<file path="config.mk">
export PLATFORM = sky130hd
export DESIGN_NAME = high_side_switch_control
export DESIGN_NICKNAME = d
export VERILOG_FILES = /design/src/high_side_switch_control.v
export VERILOG_INCLUDE_DIRS = /design/src /design/src/common
export SDC_FILE = /design/constraint.sdc
export NUM_CORES = 1
export LEC_CHECK = 0
export BUFFER_PORTS_ARGS = -buffer_cell sky130_fd_sc_hd__buf_2
export CORE_UTILIZATION = 60
export CTS_CLUSTER_SIZE = 24
export DETAILED_ROUTE_END_ITERATION = 8
export PLACE_DENSITY = 0.81
export SYNTH_ARGS = -nofsm -noshare
export SYNTH_HDL_FRONTEND = slang
export SYNTH_SLANG_ARGS = --single-unit
</file>
<file path="constraint.sdc">
create_clock -name aclk -period 2.4 [get_ports aclk]
set_clock_uncertainty 0.05 [all_clocks]
set_input_delay 0.6 -clock aclk [delete_from_list [all_inputs] [get_ports aclk]]
set_output_delay 0.6 -clock aclk [all_outputs]
set_load 0.005 [all_outputs]
</file>
<file path="src/common/hs_switch_defs.vh">
// constants for the high-side switch control block
// assumes a 25 MHz aclk and an AXI4-Lite register bus
`ifndef HS_SWITCH_DEFS_VH
`define HS_SWITCH_DEFS_VH
// register word indices, the byte address is four times the index
`define OFS_CTRL_A      4'h0
`define OFS_CTRL_B      4'h1
`define OFS_SUPPLY_CFG  4'h2
`define OFS_DUTY_A      4'h3
`define OFS_DUTY_B      4'h4
`define OFS_FREQ        4'h5
`define OFS_OC_STAT     4'h6
`define OFS_OL_STAT     4'h7
`define OFS_SUPPLY_STAT 4'h8
`define OFS_MODE        4'h9
// output source codes
`define SRC_OFF    3'h0
`define SRC_ON     3'h1
`define SRC_TMR1   3'h2
`define SRC_TMR2   3'h3
`define SRC_PWM1   3'h4
`define SRC_PWM2   3'h5
// chip modes
`define MODE_NORMAL   3'h0
`define MODE_STOP     3'h1
`define MODE_SLEEP    3'h2
`define MODE_RESTART  3'h3
`define MODE_FAILSAFE 3'h4
// timing
`define CLK_HZ         25000000
`define OC_FILTER_NS   16000
`define OC_FILTER_CYC  ((`OC_FILTER_NS * 25 + 999) / 1000)
`define OL_FILTER_NS   64000
`define OL_FILTER_CYC  ((`OL_FILTER_NS * 25 + 999) / 1000)
`define PWM_HZ_SLOW    200
`define PWM_HZ_FAST    400
`define PWM_STEP_SLOW  (`CLK_HZ / (`PWM_HZ_SLOW * 256))
`define PWM_STEP_FAST  (`CLK_HZ / (`PWM_HZ_FAST * 256))
// axi responses
`define RESP_OKAY   2'h0
`define RESP_SLVERR 2'h2
`endif

</file>
<file path="src/high_side_switch_control.v">
// four high-side outputs with direct, timer and pwm sources, supply and load protection
// assumes synchronous comparator inputs from the analog front end
`timescale 1ns/10ps
`include "hs_switch_defs.vh"
module high_side_switch_control
#(
  parameter OC_CYC = `OC_FILTER_CYC,
  parameter OL_CYC = `OL_FILTER_CYC
)
(
  // clock and reset
  input  wire        aclk,
  input  wire        aresetn,
  // axi4-lite write
  input  wire [5:0]  s_axi_awaddr,
  input  wire        s_axi_awvalid,
  output reg         s_axi_awready,
  input  wire [31:0] s_axi_wdata,
  input  wire [3:0]  s_axi_wstrb,
  input  wire        s_axi_wvalid,
  output reg         s_axi_wready,
  output reg  [1:0]  s_axi_bresp,
  output reg         s_axi_bvalid,
  input  wire        s_axi_bready,
  // axi4-lite read
  input  wire [5:0]  s_axi_araddr,
  input  wire        s_axi_arvalid,
  output reg         s_axi_arready,
  output reg  [31:0] s_axi_rdata,
  output reg  [1:0]  s_axi_rresp,
  output reg         s_axi_rvalid,
  input  wire        s_axi_rready,
  // analog comparators, chip state and timers
  input  wire        supply_ov,
  input  wire        supply_uv,
  input  wire [3:0]  over_current,
  input  wire [3:0]  under_current,
  input  wire [2:0]  chip_mode,
  input  wire        timer1_out,
  input  wire        timer2_out,
  // switch gates
  output reg  [3:0]  high_side_output
);

  // ------------------------------------------------------------
  // registers
  // ------------------------------------------------------------
  reg [11:0] src_r;
  reg [2:0]  supply_cfg_r;
  reg [7:0]  duty_a_r;
  reg [7:0]  duty_b_r;
  reg [1:0]  freq_r;
  reg [3:0]  oc_flag_r;
  reg [3:0]  ol_flag_r;
  reg [1:0]  supply_flag_r;
  reg [15:0] oc_cnt_r [0:3];
  reg [15:0] ol_cnt_r [0:3];
  reg [7:0]  pwm_cnt_r [0:1];
  reg [15:0] pwm_pre_r [0:1];
  reg [1:0]  pwm_out_r;
  reg        fault_d_r;
  reg        aw_held_r;
  reg        w_held_r;
  reg [5:0]  awaddr_r;
  reg [31:0] wdata_r;
  reg [3:0]  wstrb_r;

  // filter limits and one duty count's length minus one, cut to counter width
  localparam integer OC_I      = OC_CYC;
  localparam integer OL_I      = OL_CYC;
  localparam integer FAST_I    = `PWM_STEP_FAST - 1;
  localparam integer SLOW_I    = `PWM_STEP_SLOW - 1;
  localparam [15:0]  OC_LIM    = OC_I[15:0];
  localparam [15:0]  OL_LIM    = OL_I[15:0];
  localparam [15:0]  STEP_FAST = FAST_I[15:0];
  localparam [15:0]  STEP_SLOW = SLOW_I[15:0];

  wire ov_dis   = supply_cfg_r[0];
  wire uv_dis   = supply_cfg_r[1];
  wire recover  = supply_cfg_r[2];
  wire ov_act   = supply_ov & ~ov_dis;
  wire uv_act   = supply_uv & ~uv_dis;
  wire fault    = ov_act | uv_act;
  wire locked   = (chip_mode == `MODE_STOP) || (chip_mode == `MODE_SLEEP);
  wire kill     = (chip_mode == `MODE_RESTART) || (chip_mode == `MODE_FAILSAFE);

  // ------------------------------------------------------------
  // source selection
  // ------------------------------------------------------------
  function sel_src;
    input [2:0] code;
    input       t1;
    input       t2;
    input [1:0] pw;
    begin
      case (code)
        `SRC_ON:   sel_src = 1'b1;
        `SRC_TMR1: sel_src = t1;
        `SRC_TMR2: sel_src = t2;
        `SRC_PWM1: sel_src = pw[0];
        `SRC_PWM2: sel_src = pw[1];
        default:   sel_src = 1'b0;
      endcase
    end
  endfunction

  // ------------------------------------------------------------
  // pwm generators
  // ------------------------------------------------------------
  // counters free-run so an assignment takes effect at once
  integer    j;
  always @(posedge aclk)
  begin
    for (j = 0; j < 2; j = j + 1)
    begin
      if (!aresetn)
      begin
        pwm_pre_r[j] <= 16'h0000;
        pwm_cnt_r[j] <= 8'h00;
        pwm_out_r[j] <= 1'b0;
      end
      else
      begin
        if (pwm_pre_r[j] >= (freq_r[j] ? STEP_FAST : STEP_SLOW))
        begin
          pwm_pre_r[j] <= 16'h0000;
          pwm_cnt_r[j] <= pwm_cnt_r[j] + 8'h01;
        end
        else
          pwm_pre_r[j] <= pwm_pre_r[j] + 16'h0001;
        pwm_out_r[j] <= (pwm_cnt_r[j] < ((j == 0) ? duty_a_r : duty_b_r));
      end
    end
  end

  // ------------------------------------------------------------
  // output drive and protection
  // ------------------------------------------------------------
  reg [3:0]  want;
  reg [3:0]  oc_trip;
  integer    i;
  integer    k;
  integer    m;
  always @*
  begin
    for (i = 0; i < 4; i = i + 1)
    begin
      want[i] = sel_src(src_r[3*i +: 3], timer1_out, timer2_out, pwm_out_r);
      oc_trip[i] = high_side_output[i] && over_current[i] && (oc_cnt_r[i] >= OC_LIM);
    end
  end

  always @(posedge aclk)
  begin
    if (!aresetn)
    begin
      high_side_output <= 4'h0;
      fault_d_r        <= 1'b0;
      for (k = 0; k < 4; k = k + 1)
      begin
        oc_cnt_r[k] <= 16'h0000;
        ol_cnt_r[k] <= 16'h0000;
      end
    end
    else
    begin
      fault_d_r <= fault;
      high_side_output <= (kill || fault) ? 4'h0 : (want & ~oc_trip);
      for (k = 0; k < 4; k = k + 1)
      begin
        if (high_side_output[k] && over_current[k] && oc_cnt_r[k] < OC_LIM)
          oc_cnt_r[k] <= oc_cnt_r[k] + 16'h0001;
        else if (!over_current[k] || !high_side_output[k])
          oc_cnt_r[k] <= 16'h0000;
        if (high_side_output[k] && under_current[k] && ol_cnt_r[k] < OL_LIM)
          ol_cnt_r[k] <= ol_cnt_r[k] + 16'h0001;
        else if (!under_current[k] || !high_side_output[k])
          ol_cnt_r[k] <= 16'h0000;
      end
    end
  end

  // ------------------------------------------------------------
  // axi4-lite write path and register updates
  // ------------------------------------------------------------
  wire        wr_go  = aw_held_r && w_held_r && !s_axi_bvalid;
  wire [3:0]  wr_idx = awaddr_r[5:2];
  wire        wr_ok  = (wr_idx <= `OFS_MODE) && wr_idx != `OFS_MODE && wr_idx != `OFS_SUPPLY_STAT;
  wire        cfg_wr = wr_go && !locked && wstrb_r[0];
  wire [3:0]  ol_hit;
  assign ol_hit[0] = (ol_cnt_r[0] >= OL_LIM);
  assign ol_hit[1] = (ol_cnt_r[1] >= OL_LIM);
  assign ol_hit[2] = (ol_cnt_r[2] >= OL_LIM);
  assign ol_hit[3] = (ol_cnt_r[3] >= OL_LIM);

  reg [11:0] src_nxt;
  always @*
  begin
    src_nxt = src_r;
    if (cfg_wr && wr_idx == `OFS_CTRL_A)
      src_nxt[5:0] = wdata_r[5:0];
    if (cfg_wr && wr_idx == `OFS_CTRL_B)
      src_nxt[11:6] = wdata_r[5:0];
    for (m = 0; m < 4; m = m + 1)
      if (oc_trip[m])
        src_nxt[3*m +: 3] = `SRC_OFF;
    if (fault && !fault_d_r && !recover)
      src_nxt = 12'h000;
  end

  always @(posedge aclk)
  begin
    if (!aresetn)
    begin
      s_axi_awready <= 1'b0;
      s_axi_wready  <= 1'b0;
      s_axi_bvalid  <= 1'b0;
      s_axi_bresp   <= `RESP_OKAY;
      aw_held_r     <= 1'b0;
      w_held_r      <= 1'b0;
      awaddr_r      <= 6'h00;
      wdata_r       <= 32'h00000000;
      wstrb_r       <= 4'h0;
      src_r         <= 12'h000;
      supply_cfg_r  <= 3'h0;
      duty_a_r      <= 8'h00;
      duty_b_r      <= 8'h00;
      freq_r        <= 2'h0;
      oc_flag_r     <= 4'h0;
      ol_flag_r     <= 4'h0;
      supply_flag_r <= 2'h0;
    end
    else
    begin
      s_axi_awready <= !aw_held_r && s_axi_awvalid && !s_axi_awready;
      s_axi_wready  <= !w_held_r && s_axi_wvalid && !s_axi_wready;
      if (s_axi_awvalid && s_axi_awready)
      begin
        aw_held_r <= 1'b1;
        awaddr_r  <= s_axi_awaddr;
      end
      if (s_axi_wvalid && s_axi_wready)
      begin
        w_held_r <= 1'b1;
        wdata_r  <= s_axi_wdata;
        wstrb_r  <= s_axi_wstrb;
      end
      if (wr_go)
      begin
        aw_held_r    <= 1'b0;
        w_held_r     <= 1'b0;
        s_axi_bvalid <= 1'b1;
        s_axi_bresp  <= wr_ok ? `RESP_OKAY : `RESP_SLVERR;
      end
      else if (s_axi_bvalid && s_axi_bready)
        s_axi_bvalid <= 1'b0;
      src_r <= src_nxt;
      if (cfg_wr && wr_idx == `OFS_SUPPLY_CFG)
        supply_cfg_r <= wdata_r[2:0];
      if (cfg_wr && wr_idx == `OFS_DUTY_A)
        duty_a_r <= wdata_r[7:0];
      if (cfg_wr && wr_idx == `OFS_DUTY_B)
        duty_b_r <= wdata_r[7:0];
      if (cfg_wr && wr_idx == `OFS_FREQ)
        freq_r <= wdata_r[1:0];
      // set wins over write-one-to-clear
      oc_flag_r <= (oc_flag_r & ~((wr_go && wstrb_r[0] && wr_idx == `OFS_OC_STAT)
                   ? wdata_r[3:0] : 4'h0)) | oc_trip;
      ol_flag_r <= (ol_flag_r & ~((wr_go && wstrb_r[0] && wr_idx == `OFS_OL_STAT)
                   ? wdata_r[3:0] : 4'h0)) | ol_hit;
      supply_flag_r <= {supply_uv, supply_ov};
    end
  end

  // ------------------------------------------------------------
  // axi4-lite read path
  // ------------------------------------------------------------
  reg [31:0] rd_val;
  reg        rd_ok;
  always @*
  begin
    rd_ok = 1'b1;
    case (s_axi_araddr[5:2])
      `OFS_CTRL_A:      rd_val = {26'h0, src_r[5:0]};
      `OFS_CTRL_B:      rd_val = {26'h0, src_r[11:6]};
      `OFS_SUPPLY_CFG:  rd_val = {29'h0, supply_cfg_r};
      `OFS_DUTY_A:      rd_val = {24'h0, duty_a_r};
      `OFS_DUTY_B:      rd_val = {24'h0, duty_b_r};
      `OFS_FREQ:        rd_val = {30'h0, freq_r};
      `OFS_OC_STAT:     rd_val = {28'h0, oc_flag_r};
      `OFS_OL_STAT:     rd_val = {28'h0, ol_flag_r};
      `OFS_SUPPLY_STAT: rd_val = {30'h0, supply_flag_r};
      `OFS_MODE:        rd_val = {25'h0, high_side_output, chip_mode};
      default:
      begin
        rd_val = 32'h00000000;
        rd_ok  = 1'b0;
      end
    endcase
  end

  always @(posedge aclk)
  begin
    if (!aresetn)
    begin
      s_axi_arready <= 1'b0;
      s_axi_rvalid  <= 1'b0;
      s_axi_rdata   <= 32'h00000000;
      s_axi_rresp   <= `RESP_OKAY;
    end
    else
    begin
      s_axi_arready <= s_axi_arvalid && !s_axi_arready && !s_axi_rvalid;
      if (s_axi_arvalid && s_axi_arready)
      begin
        s_axi_rvalid <= 1'b1;
        s_axi_rdata  <= rd_val;
        s_axi_rresp  <= rd_ok ? `RESP_OKAY : `RESP_SLVERR;
      end
      else if (s_axi_rvalid && s_axi_rready)
        s_axi_rvalid <= 1'b0;
    end
  end

endmodule

</file>
==> impl_metrics.tcl <==
set metrics [dict create \
    p_seq_frac 0.524 \
    max_freq_mhz 453 \
    multi_input_comb_area_sq_um 5250 \
    fin_ws_ns 0.195 \
    initial_utilization 0.621 \
    io_pins 115 \
    fillCellCount 1383 \
    drv_slew 0 \
    dr.pass1.iters 5 \
    layout-drive-gt1-share 0.122 \
    swShare 0.210 \
    slowest_delay_ns 0.50 \
    hold-worst-slack_ns 0.249 \
    clk-insertion-delay-late_ns 0.53 \
    highest-signal-layer "met4" \
    timing.final.crit_share 0.919 \
    num-nets-final 1369 \
    first_global_vias 8215 \
    worst_setup_path_end_kind "flop" \
    path_clk_slew_ns 0.06 \
    gp_routability_congestion 0.883 \
    utilization 0.713 \
    leftover_overflow_at_the_end_of_global_routing 0 \
    drc 0 \
    critPathMaxFanout 9 \
    postCtsResizedCells 0 \
    antenna_found_initial 3 \
    synth.ff_latch_count 256 \
    chipWidth_um 145 \
    leakagePower_uw 0.00570 \
    tritoncts_num_sinks 256 \
    area_growth_from_synthesis_to_layout_pct 14.9 \
    routedWlPerCell_um 15.6 \
    cts.htree.levels 1 \
    critical_path.startpoint_type "flop" \
    setup_repair_after_global_routing_missed_its_margin "false" \
    max_cap_violations 0 \
    routedLengthMet1_um 10500 \
    grt_first_pass_wirelength_um 39600 \
    period_needed_ns 2.21 \
    vdd_drop_max_v 0.000496 \
    num_rows 51 \
    dr_wl_met3_um 1550 \
    route.vias.total 8582 \
    instances_no_fill 1550 \
    combPwrFrac 0.035 \
    place.detailed.instances 1495 \
    final-seq-area_sq_um 6890 \
    detail_route.vias_per_cell 5.54 \
    status "complete, no violations" \
    post-synth-top-area-fraction 0.432 \
    clock-root-buffer "sky130_fd_sc_hd__clkbuf_16" \
    dieArea_sq_um 21000 \
    post_cts.repair.setup_buffers 0 \
    synth_cells 1092 \
    post-dp-hpwl_um 17300 \
    tightestPinTransition_ns 0.667 \
    start_to_end_type_of_the_worst_setup_path "reg -> reg" \
    synth-warning-count 0 \
    mappedNetlistArea_sq_um 12200 \
    critical-path-slowest-cell "sky130_fd_sc_hd__edfxtp_1" \
    worst-endpoint-required_ns 2.61 \
    synth_top_cells_by_area "sky130_fd_sc_hd__edfxtp_1, sky130_fd_sc_hd__dfxtp_1, sky130_fd_sc_hd__nor2_1" \
    cp_cell_sequence "ha_1 > a211o_1 > a21oi_1 > o31a_1 > nor3_1" \
    slew_headroom 0.551 \
    power.density_nw_per_um2 662 \
    cts.hold.buffers_added 0 \
    cp.arrival_ns 2.42 \
    port_buffers 57 \
    clock_tree_from_tritoncts "built" \
    pre_cts_ws_ns 0.238 \
    drt_first_iter_violations 565 \
    yosysTopAreaCell "sky130_fd_sc_hd__edfxtp_1" \
    path_category_of_the_worst_min_delay_check "in -> reg" \
    route.met2.wl_um 11500 \
    synth_sequential_area_ratio 0.562 \
    post_synth.cell_area_avg_sq_um 11.2 \
    cts_buffers 27 \
    worst_r2r_path_depth 5 \
    synth_edf_count 176 \
    setup_viol 0 \
    gr-usage-all-layers 0.241 \
    setup_tns_ns 0 \
    routed_wirelength_um 24300 \
    power_switching_uw 1950 \
    power.share.clock 0.442 \
    min_delay_path_depth 2 \
    design.core.area_sq_um 19700 \
    yosys.cell_types.count 69 \
    grt_max_degree 71 \
    ys_async_sr_fraction 0 \
    hold_viol_final 0 \
    die_height_um 145 \
    ys.flop_type "sky130_fd_sc_hd__edfxtp_1" \
    antenna_violating_nets_post_route 0 \
    internal_power_uw 7350 \
    cts_max_path_buffers 3 \
]
-- per-stage QoR --
stage | cell area (sq um) | power [uW]
finish | 14100 | 9310
global route | 14100 | 9630
CTS | 14100 | 9360
detailed placement | 13200 | 5280
global placement | 13200 | 5260
floorplan | 12700 | 5180
-- synth_stat cells (27+ instances only) --
| library cell | count |
|---|---|
| sky130_fd_sc_hd__a21oi_1 | 32 |
| sky130_fd_sc_hd__and3_1 | 27 |
| sky130_fd_sc_hd__dfxtp_1 | 80 |
| sky130_fd_sc_hd__edfxtp_1 | 176 |
| sky130_fd_sc_hd__ha_1 | 40 |
| sky130_fd_sc_hd__inv_1 | 50 |
| sky130_fd_sc_hd__mux2i_1 | 39 |
| sky130_fd_sc_hd__nand2_1 | 54 |
| sky130_fd_sc_hd__nand3_1 | 59 |
| sky130_fd_sc_hd__nor2_1 | 150 |
| sky130_fd_sc_hd__xnor2_1 | 36 |
| sky130_fd_sc_hd__xor2_1 | 49 |
-- power by group through the flow --
stage          clock network [uW]  registers, uW  logic [uW]
6_report                     4110           4880         321
5_1_grt                      4380           4890         364
4_1_cts                      4170           4880         314
3_5_place_dp                    0           4970         311
3_3_place_gp                    0           4960         300
2_1_floorplan                   0           4940         243
-- worst paths after layout --
kind	start	to	slack, ns
worst max-delay path	pwm_pre_r[1][2]	pwm_cnt_r[1][5]	0.19
worst min-delay path	supply_ov	supply_flag_r[0]	0.25
worst max register to register	pwm_pre_r[1][2]	pwm_cnt_r[1][5]	0.19
worst min register to register	wstrb_r[0]	wstrb_r[0]	0.42
-- routing by layer --
layer | track usage | vias up
met5 | 0 | -
met4 | 0.0947 | 0
met3 | 0.0405 | 54
met2 | 0.401 | 264
met1 | 0.314 | 4091
li1 | - | 4173
-- logic make-up after synthesis --
logic type | count (synthesis) | share of synthesized area
AO/OA/AOI/OAI | 134 | 0.0830
XOR/XNOR | 85 | 0.0608
adder cells (fa/ha/maj) | 40 | 0.0409
buffers and inverters | 113 | 0.0449
flip-flops | 256 | 0.562
multiplexers | 44 | 0.0365
other | 2 | 0.000613
AND/OR/NAND/NOR | 418 | 0.171
-- area by class of cell --
cell class	instances	share of cell area
timing repair buffer	85	0.0361
multi-input combinational	839	0.373
sequential	256	0.490
clock inverter	8	0.00338
clock buffer	42	0.0603
antenna	5	0.000889
tap	265	0.0236
inverter	50	0.0133
-- critical path, delay by kind of cell, from the launching register on --
kind            cells  cell delay, ns
flops               1            0.50
simple gates        1            0.11
fa+ha+maj           1            0.33
compound gates      3            0.95
-- state kept, by name, summed over array words and instances, names as in the netlist, 8 cells and up --
signal / cells
oc_cnt_r: 64
src_r: 12
ol_cnt_r: 64
duty_a_r: 8
wdata_r: 8
s_axi_rdata: 8
duty_b_r: 8
pwm_pre_r: 32
pwm_cnt_r: 16
-- placed cells by master (no fill, tap or decap), types with 11 or more instances in the layout --
| master | instances |
|---|---|
| sky130_fd_sc_hd__buf_2 | 57 |
| sky130_fd_sc_hd__ha_1 | 40 |
| sky130_fd_sc_hd__xnor2_1 | 36 |
| sky130_fd_sc_hd__nand4_1 | 21 |
| sky130_fd_sc_hd__nor3_1 | 26 |
| sky130_fd_sc_hd__o21ai_0 | 16 |
| sky130_fd_sc_hd__xor2_1 | 49 |
| sky130_fd_sc_hd__nor2b_1 | 11 |
| sky130_fd_sc_hd__mux2i_1 | 39 |
| sky130_fd_sc_hd__inv_1 | 49 |
| sky130_fd_sc_hd__buf_4 | 27 |
| sky130_fd_sc_hd__a21oi_1 | 32 |
| sky130_fd_sc_hd__conb_1 | 118 |
| sky130_fd_sc_hd__nand3_1 | 59 |
| sky130_fd_sc_hd__edfxtp_1 | 176 |
| sky130_fd_sc_hd__dfxtp_1 | 80 |
| sky130_fd_sc_hd__clkbuf_16 | 31 |
| sky130_fd_sc_hd__and3_1 | 27 |
| sky130_fd_sc_hd__nor2_1 | 150 |
| sky130_fd_sc_hd__nand2_1 | 54 |
Note: power is estimated with default switching activity, not from simulation.
